`config.mk`:
```
export PLATFORM = sky130hd
export DESIGN_NAME = serial_register_map_select
export DESIGN_NICKNAME = d
export VERILOG_FILES = /design/src/hdl/map_select_pkg.sv /design/src/hdl/serial_register_map_select.sv
export SDC_FILE = /design/constraint.sdc
export NUM_CORES = 1
export LEC_CHECK = 0
export BUFFER_PORTS_ARGS = -buffer_cell sky130_fd_sc_hd__clkbuf_2
export CORE_MARGIN = 3
export CORE_UTILIZATION = 40
export CTS_CLUSTER_SIZE = 25
export DETAILED_ROUTE_END_ITERATION = 6
export PLACE_DENSITY_LB_ADDON = 0.3
export SYNTH_ARGS = -nofsm -noshare
export SYNTH_HDL_FRONTEND = slang
export SYNTH_SLANG_ARGS = --single-unit
```
`constraint.sdc`:
```
create_clock -name clk -period 1.9 [get_ports clk]
set_input_delay 0.38 -clock clk [delete_from_list [all_inputs] [get_ports clk]]
set_output_delay 0.38 -clock clk [all_outputs]
set_load 0.05 [all_outputs]
```
`src/hdl/map_select_pkg.sv`:
```
`default_nettype none
package map_select_pkg;

  // --------------------------------------------------------------
  // device addresses and register layout
  // --------------------------------------------------------------
  localparam logic [7:0] MAIN_WR_ADDR_LO   = 8'h40;
  localparam logic [7:0] MAIN_WR_ADDR_HI   = 8'h42;
  localparam logic [7:0] SEL_OFFSET        = 8'h0E;
  localparam int         SEL_LSB           = 5;
  localparam int         SEL_MSB           = 6;
  localparam logic [7:0] SEL_RESET         = 8'h00;
  localparam logic [1:0] SEL_USER          = 2'h0;
  localparam logic [1:0] SEL_INTR_VBI      = 2'h1;
  localparam logic [1:0] SEL_USER2         = 2'h2;
  localparam logic [1:0] SEL_RESERVED      = 2'h3;
  localparam logic [7:0] PP_ADDR_OFFSET    = 8'hFD;
  localparam logic [7:0] PP_ADDR_RESET     = 8'h00;
  localparam logic [7:0] PP_ADDR_SUGGESTED = 8'h84;

  // --------------------------------------------------------------
  // types
  // --------------------------------------------------------------
  typedef enum logic [2:0] {
    MAP_NONE,
    MAP_USER,
    MAP_INTR_VBI,
    MAP_USER2,
    MAP_POSTPROC
  } map_t;

  typedef enum logic [1:0] {
    SESS_IDLE,
    SESS_MAIN,
    SESS_POSTPROC
  } session_t;

  typedef struct packed {
    logic [7:0] sub;
    logic [7:0] wdata;
  } access_t;

  typedef struct packed {
    logic       write;
    logic [7:0] sub;
    logic [7:0] wdata;
  } fwd_access_t;

endpackage : map_select_pkg
`default_nettype wire

```
`src/hdl/serial_register_map_select.sv`:
```
// Functional notes
// - exactly two maps: main and postprocessor
// - main map answers 0x40, or 0x42 pin high
// - select 00 reaches user sub map
// - select 01 reaches interrupt and VBI map
// - select 10 reaches second user sub map
// - reset selects the user sub map
// - all sub maps share the main address
// - postprocessor address from 0xFD bits 7:1
// - address resets zero; silent until programmed
// - postprocessor decode ignores pin and select
// - pin is address bit 1; bit 0 reads
`timescale 1ns/1ps
`default_nettype none

module serial_register_map_select #(
  parameter int DATA_W = 8
) (
  input  wire logic                        clk,
  input  wire logic                        rst_b,
  input  wire logic                        clk_en,
  input  wire logic                        address_select_pin,
  input  wire logic                        dev_addr_valid,
  input  wire logic [7:0]                  dev_addr,
  output logic                             dev_addr_match,
  input  wire logic                        txn_end,
  input  wire logic                        acc_valid,
  input  wire map_select_pkg::access_t     acc,
  output logic                             acc_ack,
  output logic                             fwd_valid_r,
  output map_select_pkg::map_t             fwd_map_r,
  output map_select_pkg::fwd_access_t      fwd_acc_r,
  output logic                             local_hit_r,
  output logic [7:0]                       local_rdata_r,
  output logic [1:0]                       sub_map_select,
  output logic [7:0]                       postproc_addr
);

  if (DATA_W != 8) begin : g_bad_width
    $error("serial_register_map_select: register data must be 8 bits wide");
  end

  // ------------------------------------------------------------
  // reset release
  // ------------------------------------------------------------
  // the synchroniser runs free of clk_en so reset always releases
  logic rst_meta_r;
  logic rst_n_r;

  always_ff @(posedge clk or negedge rst_b) begin
    if (!rst_b) begin
      rst_meta_r <= 1'b0;
      rst_n_r    <= 1'b0;
    end else begin
      rst_meta_r <= 1'b1;
      rst_n_r    <= rst_meta_r;
    end
  end

  // ------------------------------------------------------------
  // registers held here
  // ------------------------------------------------------------
  logic [7:0]               sub_map_select_reg_r;
  logic [7:0]               postproc_map_address_reg_r;
  map_select_pkg::session_t session_r;
  logic                     dir_read_r;

  assign sub_map_select = sub_map_select_reg_r[map_select_pkg::SEL_MSB:map_select_pkg::SEL_LSB];
  assign postproc_addr  = postproc_map_address_reg_r;

  // ------------------------------------------------------------
  // device address decode
  // ------------------------------------------------------------
  logic main_hit;
  logic pp_hit;
  logic pp_enabled;
  logic [6:0] main_addr7;

  // pin level lands on bit 1 of the 8-bit address; bit 0 is direction
  assign main_addr7 = address_select_pin ? map_select_pkg::MAIN_WR_ADDR_HI[7:1]
                                         : map_select_pkg::MAIN_WR_ADDR_LO[7:1];
  assign main_hit   = (dev_addr[7:1] == main_addr7);
  // a zero address keeps the postprocessor map off the bus
  assign pp_enabled = (postproc_map_address_reg_r[7:1] != 7'h00);
  // neither the pin nor the select field takes part here
  assign pp_hit     = pp_enabled && (dev_addr[7:1] == postproc_map_address_reg_r[7:1]);
  assign dev_addr_match = dev_addr_valid && (main_hit || pp_hit);

  always_ff @(posedge clk or negedge rst_n_r) begin
    if (!rst_n_r) begin
      session_r  <= map_select_pkg::SESS_IDLE;
      dir_read_r <= 1'b0;
    end else if (clk_en) begin
      if (dev_addr_valid) begin
        dir_read_r <= dev_addr[0];
        // main wins if both maps were given the same address
        if (main_hit) begin
          session_r <= map_select_pkg::SESS_MAIN;
        end else if (pp_hit) begin
          session_r <= map_select_pkg::SESS_POSTPROC;
        end else begin
          session_r <= map_select_pkg::SESS_IDLE;
        end
      end else if (txn_end) begin
        session_r <= map_select_pkg::SESS_IDLE;
      end
    end
  end

  // ------------------------------------------------------------
  // access routing
  // ------------------------------------------------------------
  logic               in_main;
  logic               sel_local;
  logic               pp_local;
  logic               reserved_sel;
  map_select_pkg::map_t target_map;

  assign in_main      = (session_r == map_select_pkg::SESS_MAIN);
  assign reserved_sel = (sub_map_select == map_select_pkg::SEL_RESERVED);
  // the select byte stays reachable from every sub map, so 11 can be left
  assign sel_local    = in_main && (acc.sub == map_select_pkg::SEL_OFFSET);
  assign pp_local     = in_main && (sub_map_select == map_select_pkg::SEL_USER)
                        && (acc.sub == map_select_pkg::PP_ADDR_OFFSET);

  always_comb begin
    target_map = map_select_pkg::MAP_NONE;
    case (session_r)
      map_select_pkg::SESS_POSTPROC: begin
        target_map = map_select_pkg::MAP_POSTPROC;
      end
      map_select_pkg::SESS_MAIN: begin
        case (sub_map_select)
          map_select_pkg::SEL_USER:     target_map = map_select_pkg::MAP_USER;
          map_select_pkg::SEL_INTR_VBI: target_map = map_select_pkg::MAP_INTR_VBI;
          map_select_pkg::SEL_USER2:    target_map = map_select_pkg::MAP_USER2;
          default:                      target_map = map_select_pkg::MAP_NONE;
        endcase
      end
      default: begin
        target_map = map_select_pkg::MAP_NONE;
      end
    endcase
  end

  logic is_local;
  assign is_local = sel_local || pp_local;
  // reserved select refuses everything but the select byte itself
  assign acc_ack  = acc_valid && (is_local || (target_map != map_select_pkg::MAP_NONE));

  // ------------------------------------------------------------
  // local register writes
  // ------------------------------------------------------------
  logic local_wr;
  assign local_wr = clk_en && acc_valid && !dir_read_r;

  // selection holds until the host writes it back
  always_ff @(posedge clk or negedge rst_n_r) begin
    if (!rst_n_r) begin
      sub_map_select_reg_r <= map_select_pkg::SEL_RESET;
    end else if (local_wr && sel_local) begin
      sub_map_select_reg_r <= acc.wdata;
    end
  end

  always_ff @(posedge clk or negedge rst_n_r) begin
    if (!rst_n_r) begin
      postproc_map_address_reg_r <= map_select_pkg::PP_ADDR_RESET;
    end else if (local_wr && pp_local) begin
      postproc_map_address_reg_r <= acc.wdata;
    end
  end

  // ------------------------------------------------------------
  // answers and forwarding
  // ------------------------------------------------------------
  always_ff @(posedge clk or negedge rst_n_r) begin
    if (!rst_n_r) begin
      local_hit_r   <= 1'b0;
      local_rdata_r <= 8'h00;
    end else if (clk_en) begin
      local_hit_r <= acc_valid && is_local;
      if (acc_valid && sel_local) begin
        local_rdata_r <= sub_map_select_reg_r;
      end else if (acc_valid && pp_local) begin
        local_rdata_r <= postproc_map_address_reg_r;
      end
    end
  end

  always_ff @(posedge clk or negedge rst_n_r) begin
    if (!rst_n_r) begin
      fwd_valid_r <= 1'b0;
      fwd_map_r   <= map_select_pkg::MAP_NONE;
      fwd_acc_r   <= '0;
    end else if (clk_en) begin
      fwd_valid_r <= acc_valid && !is_local && (target_map != map_select_pkg::MAP_NONE);
      if (acc_valid && !is_local) begin
        fwd_map_r       <= target_map;
        fwd_acc_r.write <= !dir_read_r;
        fwd_acc_r.sub   <= acc.sub;
        fwd_acc_r.wdata <= acc.wdata;
      end
    end
  end

  // ------------------------------------------------------------
  // assertions
  // ------------------------------------------------------------
  function automatic map_select_pkg::map_t sel_to_map(input logic [1:0] s);
    case (s)
      map_select_pkg::SEL_USER:     sel_to_map = map_select_pkg::MAP_USER;
      map_select_pkg::SEL_INTR_VBI: sel_to_map = map_select_pkg::MAP_INTR_VBI;
      map_select_pkg::SEL_USER2:    sel_to_map = map_select_pkg::MAP_USER2;
      default:                      sel_to_map = map_select_pkg::MAP_NONE;
    endcase
  endfunction : sel_to_map
endmodule : serial_register_map_select

`default_nettype wire

```
Yosys cells after proc, flatten, opt, wreduce, memory -nomap -nowiden
Cells that the tools add are included.
{"block": "op_classes", "add_sub_neg": 0, "n_lt_le_gt_ge": 0, "multipliers": 0, "bitwise_logic": 0, "n_div": 0, "n_mux": 9, "n_eq_ne": 8, "n_shift": 0, "reduce_logical": 29}
{"cell": "8-bit 2-to-1 mux", "count": 2}
{"cell": "1-bit logical AND", "count": 15}
{"cell": "8-bit by 4-bit equality test with 1-bit output (second input constant)", "count": 1}
{"cell": "8-bit equality test (second input constant)", "count": 1}
{"cell": "2-bit 2-to-1 mux", "count": 4}
{"cell": "2-bit AND reduction", "count": 4}
{"cell": "7-bit by 6-bit equality test with 1-bit output", "count": 1}
{"cell": "7-bit equality test", "count": 1}
{"cell": "7-bit nonzero test", "count": 1}
{"cell": "2-bit case mux with 3 select lines", "count": 1}
{"cell": "3-bit case mux with 2 select lines", "count": 1}
{"cell": "2-bit by 1-bit equality test with 1-bit output (second input constant)", "count": 2}
{"cell": "2-bit equality test (second input constant)", "count": 2}
{"cell": "2-bit nonzero test", "count": 2}
{"cell": "1-bit logical OR", "count": 3}
{"cell": "3-bit nonzero test", "count": 1}
{"cell": "1-bit logical NOT", "count": 2}
{"cell": "2-bit logical NOT", "count": 1}
{"cell": "1-bit 2-to-1 mux", "count": 1}
{"block": "totals", "reg_bits": 51, "mem_bits_rw": 0, "memories": 0, "out_inout_bits": 42, "mem_bits_ro": 0, "inputBits": 31, "latchBits": 0}

Depth between registers and ports, before layout
Gate-level depths: netlist of run 1.
{"block": "depth", "ltp_word": 7, "depth_mapped": 8, "ltp_nobuf": 6}

Least setup slack after synthesis of run 1
Ideal clock, no wire load.
{"block": "synth_path", "path_type": "register to output", "startpoint": "reg sub_map_select_reg_r[5]", "endpoint": "out acc_ack", "n_path_buf": 1, "stages_incl_launch_ff": 7, "setup_slack_ns": -0.485, "t_required_ns": 1.520, "arrival_time_ns": 2.005, "cell_sequence": "dfrtp_1 inv_1 ha_1 nand4_1 or3_1 buf_2 a31oi_1"}
{"block": "synth_via", "elab_chain_cells": 6, "word_cells_on_any_way": 11, "cone_classes": "2 x eq/ne; 2 x mux; 7 x reduce/logical"}
{"item": "from (decl)", "line_no": "serial_register_map_select.sv:63", "text": "logic [7:0] sub_map_select_reg_r;"}
{"item": "from (signal assigned)", "line_no": "serial_register_map_select.sv:160", "text": "sub_map_select_reg_r <= map_select_pkg::SEL_RESET;"}
{"item": "from (signal assigned)", "line_no": "serial_register_map_select.sv:162", "text": "sub_map_select_reg_r <= acc.wdata;"}
{"item": "2-bit equality test (tied with other cells)", "line_no": "serial_register_map_select.sv:133", "text": "case (sub_map_select)"}
{"item": "2-bit case mux with 3 select lines / 1-bit logical AND (equally long branches)", "line_no": "serial_register_map_select.sv:133, serial_register_map_select.sv:123"}
{"item": "3-bit case mux with 2 select lines / 1-bit logical AND (equally long branches)", "line_no": "serial_register_map_select.sv:128, serial_register_map_select.sv:124"}
{"item": "3-bit nonzero test / 1-bit logical OR (equally long branches)", "line_no": "serial_register_map_select.sv:149, serial_register_map_select.sv:147"}
{"item": "1-bit logical OR (*)", "line_no": "serial_register_map_select.sv:149", "text": "assign acc_ack = acc_valid && (is_local || (target_map != map_select_pkg::MAP_NONE));"}
{"item": "1-bit logical AND (*)", "line_no": "serial_register_map_select.sv:149"}
{"item": "to (decl)", "line_no": "serial_register_map_select.sv:29", "text": "output logic acc_ack,"}
Every way passes the cells marked *; elsewhere a longest branch is shown, timed or not.

Worst setup path in the final report of run 1
{"block": "layout_path", "startpoint": "reg session_r[1]", "endpoint": "out acc_ack"}
{"block": "layout_via", "elab_chain_cells": 6, "word_cells_on_any_way": 10, "cone_classes": "2 x eq/ne; 1 x mux; 7 x reduce/logical"}
{"item": "from (decl)", "line_no": "serial_register_map_select.sv:65", "text": "map_select_pkg::session_t session_r;"}
{"item": "from (signal assigned)", "line_no": "serial_register_map_select.sv:91", "text": "session_r <= map_select_pkg::SESS_IDLE;"}
{"item": "from (signal assigned)", "line_no": "serial_register_map_select.sv:98", "text": "session_r <= map_select_pkg::SESS_MAIN;"}
{"item": "from (signal assigned)", "line_no": "serial_register_map_select.sv:100", "text": "session_r <= map_select_pkg::SESS_POSTPROC;"}
{"item": "parallel branches: the longest is 4 deep, another holds 3-bit case mux with 2 select lines"}
{"item": "1-bit logical OR (*)", "line_no": "serial_register_map_select.sv:149"}
{"item": "1-bit logical AND (*)", "line_no": "serial_register_map_select.sv:149"}
Mark *: on every way between the ends.

==> results.txt, run 1 <==
Yosys Warn Count -> 0
final std cells w/o fill -> 348
crit share post-route -> 116.1%
Setup WS pre-CTS -> -0.1883 ns
Fin. Hold Viols -> 0
count of pins over their slew limit -> 0
WL final -> 5946 µm
Yosys reg bits -> 51
Clock Path Buffers -> 2
Tot Pwr -> 2.325 mW
dpl hpwl -> 4078 µm
Synth cell types -> 34
die width -> 82.91 µm
num rows -> 27
port bufs -> 72
Nets -> 311
Core Util, Final -> 61.67%
Critical Path Start Type -> flop
Syn-to-layout area delta -> 46.17%
total negative slack -> -6.121 ns
Cell Area, Synth -> 0.002366 mm²
setup violators final -> 47
share of cells above drive strength 1 -> 71.01%
reg2reg start -> session_r[1]
cell count after synthesis -> 167
average instance area after synthesis -> 14.17 µm²
CP required -> 1.52 ns
Avg Vias per Cell -> 4.989
Seq pwr share -> 51.0%
combinational share of power -> 19.5%
clock group share of total power -> 29.6%
most frequent cells in the layout -> clkbuf_2 (70), dfrtp_1 (43), mux2_2 (28), mux2_4 (24), buf_4 (20)
Max Cap Viol -> 0
core area -> 0.005608 mm²
boundary pin count -> 73
Via Count -> 1736
routed length per instance -> 17.09 µm
initial antenna violation count -> 0
crit end category -> output port
fill cell count -> 462
unrepaired setup endpoints after global routing -> yes
vias in the first global route -> 1832
syn nets -> 203
ys async rst share -> 100.0%
DRT Pass-1 Iters -> 4
GPL Wtd Cong -> 0.7643
number of remaining DRC errors -> 0
Total Routing Usage GR -> 16.87%
R2R depth -> 7
fmax -> 0.4533 GHz
placed cells -> 326
sequential element share of the synthesized area -> 53.94%
Storage cell area -> 0.001286 mm²
failing checks -> negative setup slack
Die Ht -> 82.91 µm
worst skew pair latency -> 0.30 ns
VDD IR max -> 0.5494 mV
worst hold path class -> flop to asynchronous set/reset pin
starting density of the core -> 42.19%
Worst Skew -> 0.009933 ns
H-tree depth -> 2
clock slew at the register clock pins of the worst setup and hold paths -> 0.10 ns
Ant. Diodes -> 0
Reg-to-Reg End -> sub_map_select_reg_r[2]
most common cell after layout, fill and taps aside -> clkbuf_2
leak pwr -> 1.742 nW
ANT nets after route -> 0
Final WS setup -> -0.3058 ns
WS Path Type -> flop to output port
pin count of the biggest net entering global routing -> 37
grt ovf -> 0
first-pass GRT wire length -> 9404 µm
CP arrival -> 1.83 ns
hold_ws -> 0.1772 ns
P_sw -> 707.4 µW
placed cell area -> 0.003038 mm²
ys flop type -> dfrtp_1
Post-synth EDFFs -> 0
fin crit period -> 2.206 ns
Root Buffer -> clkbuf_8
Pint -> 1.618 mW
CTS sink count -> 51
CTS tree -> yes
crit path max fanout -> 3
die area -> 0.006874 mm²
switching share of power -> 30.42%
power density over the cells -> 672.4 mW/mm²
r2r setup slk -> -0.18 ns
Num CTS Buffers -> 5
Multi-input gate area -> 0.001212 mm²
status -> finished, violations left
drt initial violations -> 75
Design Area, Final -> 0.003458 mm²
[flip-flops by register name (all words and copies together) (netlist names)]
register	flops
local_rdata_r	8
local_hit_r	1
fwd_valid_r	1
rst_n_r	1
rst_meta_r	1
fwd_map_r	3
dir_read_r	1
postproc_addr	8
session_r	2
sub_map_select_reg_r	8
fwd_acc_r	17
[worst max-delay path by stage]
stage,from,endpoint,slack [ns],depth (start not counted)
floorplan,sub_map_select_reg_r[5],local_rdata_r[0],-0.09,7
global placement,sub_map_select_reg_r[5],local_rdata_r[7],-0.16,7
detailed placement,sub_map_select_reg_r[5],local_rdata_r[7],-0.19,7
CTS,session_r[1],acc_ack,-0.32,6
global route,session_r[1],acc_ack,-0.40,7
finish,session_r[1],acc_ack,-0.31,7
[area by class of cell]
cell class	count	area share, %
Sequential cell	51	37.19
Timing Repair Buffer	108	21.16
Clock inverter	1	0.2171
Multi-Input combinational cell	100	35.06
Inverter	9	0.9768
Clock buffer	7	2.786
Tap cell	72	2.605
[worst max-delay path, cell delays in order (launching register included)]
cell and delay [ns]:
dfrtp_1 0.41, inv_2 0.10, ha_4 0.13, nor4b_4 0.21, nand4_1 0.18, buf_6 0.17, a31oi_4 0.15, buf_8 0.17
[synth_stat cells, types with 2 or more instances]
| master | count | area, µm² |
|---|---|---|
| dfrtp_1 | 51 | 1276 |
| mux2_2 | 44 | 495.5 |
| inv_1 | 9 | 33.78 |
| mux2_4 | 8 | 120.1 |
| ha_1 | 5 | 62.56 |
| nand2_1 | 5 | 18.77 |
| xnor2_1 | 5 | 43.79 |
| buf_6 | 3 | 33.78 |
| nand4_1 | 3 | 18.77 |
| a22o_1 | 2 | 17.52 |
| and3b_1 | 2 | 17.52 |
| buf_4 | 2 | 15.01 |
| nand4b_1 | 2 | 17.52 |
| nor4_1 | 2 | 12.51 |
| o21a_1 | 2 | 15.01 |
| o21ai_0 | 2 | 10.01 |
| or3_1 | 2 | 12.51 |
| xor2_1 | 2 | 17.52 |
[power by group through the flow]
stage / clock network [mW] / logic, mW / registers (mW)
final: 0.688 / 0.452 / 1.19
after detailed placement: 0 / 0.439 / 1.21
after global placement: 0 / 0.436 / 1.20
after floorplan: 0 / 0.0908 / 1.41
after global routing: 0.751 / 0.477 / 1.20
after CTS: 0.698 / 0.449 / 1.19
[cells by family after synthesis]
| logic type | after synthesis | share of synthesized area [%] |
|---|---|---|
| muxes | 53 | 26.44 |
| DFF | 51 | 53.94 |
| and+or+nand+nor | 23 | 6.875 |
| buffers and inverters | 16 | 3.860 |
| AOI/OAI and AO/OA | 11 | 3.491 |
| xor gates and xnor gates | 7 | 2.591 |
| adders and majority gates | 5 | 2.644 |
| other | 1 | 0.1585 |
[metal layers]
layer / track usage [%] / part of all wire, % / up-vias
li1: - / - / 807
met2: 27.77 / 49 / 55
met5: 0 / 0 / -
met4: 4.903 / 1.7 / 0
met3: 4.663 / 5.3 / 9
met1: 21.75 / 44 / 865
[what timing repair did]
item                       in CTS  in global routing
gates resized for setup        25                 26
setup buffers                   8                  6
hold buffers                    1                  0
hold endpoints to repair        2                  0
cloned                          1                  0
pin swaps                       9                 13
setup endpoints to repair      46                 47
Note: power is estimated with default switching activity, not from simulation.
==> inputs of run 2 (changes only) <==
--- a/config.mk
+++ b/config.mk
@@ -6,7 +6,7 @@
 export NUM_CORES = 1
 export LEC_CHECK = 0
 export BUFFER_PORTS_ARGS = -buffer_cell sky130_fd_sc_hd__clkbuf_2
-export CORE_MARGIN = 3
+export CORE_MARGIN = 8
 export CORE_UTILIZATION = 40
 export CTS_CLUSTER_SIZE = 25
 export DETAILED_ROUTE_END_ITERATION = 6
==> run 2 against run 1 <==
Net effect:
- the run still ends with negative setup slack left
- non-clock buffer count increased by 4
- register-to-register slack got worse by 0.05 ns
- count of clock-buffer cells in the layout decreased by 2
- critical path depth decreased by 1
- via count decreased by 0.63%
- power increased by 9.1%
- largest cell class unchanged
==> results.txt, run 2 (synthesized netlist as in run 1, its figures left out) <==
CP arrival -> 1.88 ns
worst hold path class -> flop to asynchronous set/reset pin
Final WS setup -> -0.3632 ns
Via Count -> 1725
failing checks -> negative setup slack
Biggest register -> fwd_acc_r
WS Path Type -> flop to output port
Ant. Diodes -> 0
most common cell after layout, fill and taps aside -> clkbuf_2
reg2reg start -> session_r[1]
leak pwr -> 1.763 nW
r2r setup slk -> -0.23 ns
Clock Path Buffers -> 2
Num CTS Buffers -> 5
clock group share of total power -> 35.5%
hold_ws -> 0.07240 ns
DRT Pass-1 Iters -> 4
unrepaired setup endpoints after global routing -> yes
num rows -> 28
die width -> 92.91 µm
Max Cap Viol -> 0
WL final -> 6422 µm
first-pass GRT wire length -> 10250 µm
CTS sink count -> 51
Fin. Hold Viols -> 0
share of cells above drive strength 1 -> 71.07%
Seq pwr share -> 46.6%
drt initial violations -> 102
crit end category -> output port
Worst Skew -> 0.01195 ns
fill cell count -> 481
Nets -> 315
final std cells w/o fill -> 355
core area -> 0.005816 mm²
power density over the cells -> 727.6 mW/mm²
crit path max fanout -> 2
crit-path leading delay family -> simple AND/OR/NAND/NOR gates
boundary pin count -> 73
Total Routing Usage GR -> 14.97%
placed cells -> 329
port bufs -> 72
cells along the critical path -> buf_4, ha_1, and3b_2, nor3_4, a31oi_4, buf_12
VDD IR max -> 0.4740 mV
grt ovf -> 0
dpl hpwl -> 4485 µm
initial antenna violation count -> 0
H-tree depth -> 2
count of pins over their slew limit -> 0
clock slew at the register clock pins of the worst setup and hold paths -> 0.10 ns
switching share of power -> 28.81%
worst skew pair latency -> 0.31 ns
combinational share of power -> 17.9%
CP required -> 1.52 ns
die area -> 0.008632 mm²
crit share post-route -> 119.1%
Buf/Inv on CP -> 2
ANT nets after route -> 0
setup violators final -> 47
routed length per instance -> 18.09 µm
vias in the first global route -> 1939
Critical Path Start Type -> flop
status -> finished, violations left
max FFs per register -> 17
Slowest cell on crit path -> dfrtp_1
most frequent cells in the layout -> clkbuf_2 (70), dfrtp_1 (43), mux2_2 (28), buf_4 (27), mux2_4 (24)
Root Buffer -> clkbuf_8
fin crit period -> 2.263 ns
number of remaining DRC errors -> 0
Pint -> 1.807 mW
CTS tree -> yes
R2R depth -> 9
GPL Wtd Cong -> 0.7336
pin count of the biggest net entering global routing -> 26
Die Ht -> 92.91 µm
starting density of the core -> 40.68%
Syn-to-layout area delta -> 47.44%
P_sw -> 731.1 µW
fmax -> 0.4418 GHz
max incr delay on CP -> 0.40 ns
Avg Vias per Cell -> 4.859
Reg-to-Reg End -> fwd_map_r[2]
## run 2: changes by cell type in the layout (fill, tap and decap cells not counted), sizes merged
cell	previous run	this run
buf	37	41
bufinv	0	2
clkbuf	77	75
## run 2: worst max path at each step
stage	start	to	slack, ns	depth (start not counted)
after global placement	sub_map_select_reg_r[5]	postproc_addr[7]	-0.10	7
after global routing	session_r[1]	acc_ack	-0.43	7
after CTS	session_r[1]	acc_ack	-0.30	6
final	session_r[1]	acc_ack	-0.36	6
after detailed placement	sub_map_select_reg_r[5]	postproc_addr[7]	-0.12	7
after floorplan	sub_map_select_reg_r[5]	local_rdata_r[0]	-0.09	7
## run 2: power groups by stage
stage / registers, mW / clock network, mW / logic (mW)
6_report: 1.18 / 0.901 / 0.454
5_1_grt: 1.19 / 0.949 / 0.478
4_1_cts: 1.18 / 0.914 / 0.454
3_5_place_dp: 1.21 / 0 / 0.442
3_3_place_gp: 1.20 / 0 / 0.436
2_1_floorplan: 1.41 / 0 / 0.0908
## run 2: what timing repair did
action                     4_1_cts  5_1_grt
hold buffers                     1        0
pin swaps                       11        4
cloned                           1        0
resized for setup               27       18
setup endpoints to repair       46       47
buffers inserted                14        3
hold endpoints to repair         2        0
## run 2: final cells by class
type	count	area (µm²)	area share [%]
Sequential cell	51	1286	36.87
Multi-Input combinational cell	100	1196	34.29
Timing Repair Buffer	112	742.0	21.27
Tap cell	75	93.84	2.690
Clock buffer	5	68.82	1.973
Clock inverter	3	67.56	1.937
Inverter	9	33.78	0.9684
## run 2: worst reg2reg max path: stages, from the launching register on
cell	delay (ns)
dfrtp_1	0.40
inv_2	0.10
ha_4	0.14
nor4b_4	0.20
nand4_1	0.18
buf_4	0.19
buf_4	0.14
and3b_2	0.23
buf_6	0.15
mux2_4	0.29
## run 2: metal layers
| metal | track usage (%) | wire length [µm] |
|---|---|---|
| met2 | 24.02 | 2987 |
| met1 | 19.94 | 2955 |
| met3 | 4.369 | 459 |
| met5 | 0 | 0 |
| met4 | 2.013 | 19 |
## run 2: through the flow
| step | cell area (µm²) | utilization (%) | TNS, ns | setup WS (ns) | power, mW |
|---|---|---|---|---|---|
| after CTS | 3402 | 58.50 | -6.711 | -0.3046 | 2.552 |
| after global placement | 3032 | 52.13 | -2.935 | -0.1030 | 1.639 |
| final | 3488 | 59.98 | -8.058 | -0.3632 | 2.538 |
| after global routing | 3488 | 59.98 | -12.85 | -0.4268 | 2.619 |
| after detailed placement | 3032 | 52.13 | -4.157 | -0.1202 | 1.647 |
| after floorplan | 2445 | - | -1.925 | -0.09486 | 1.503 |
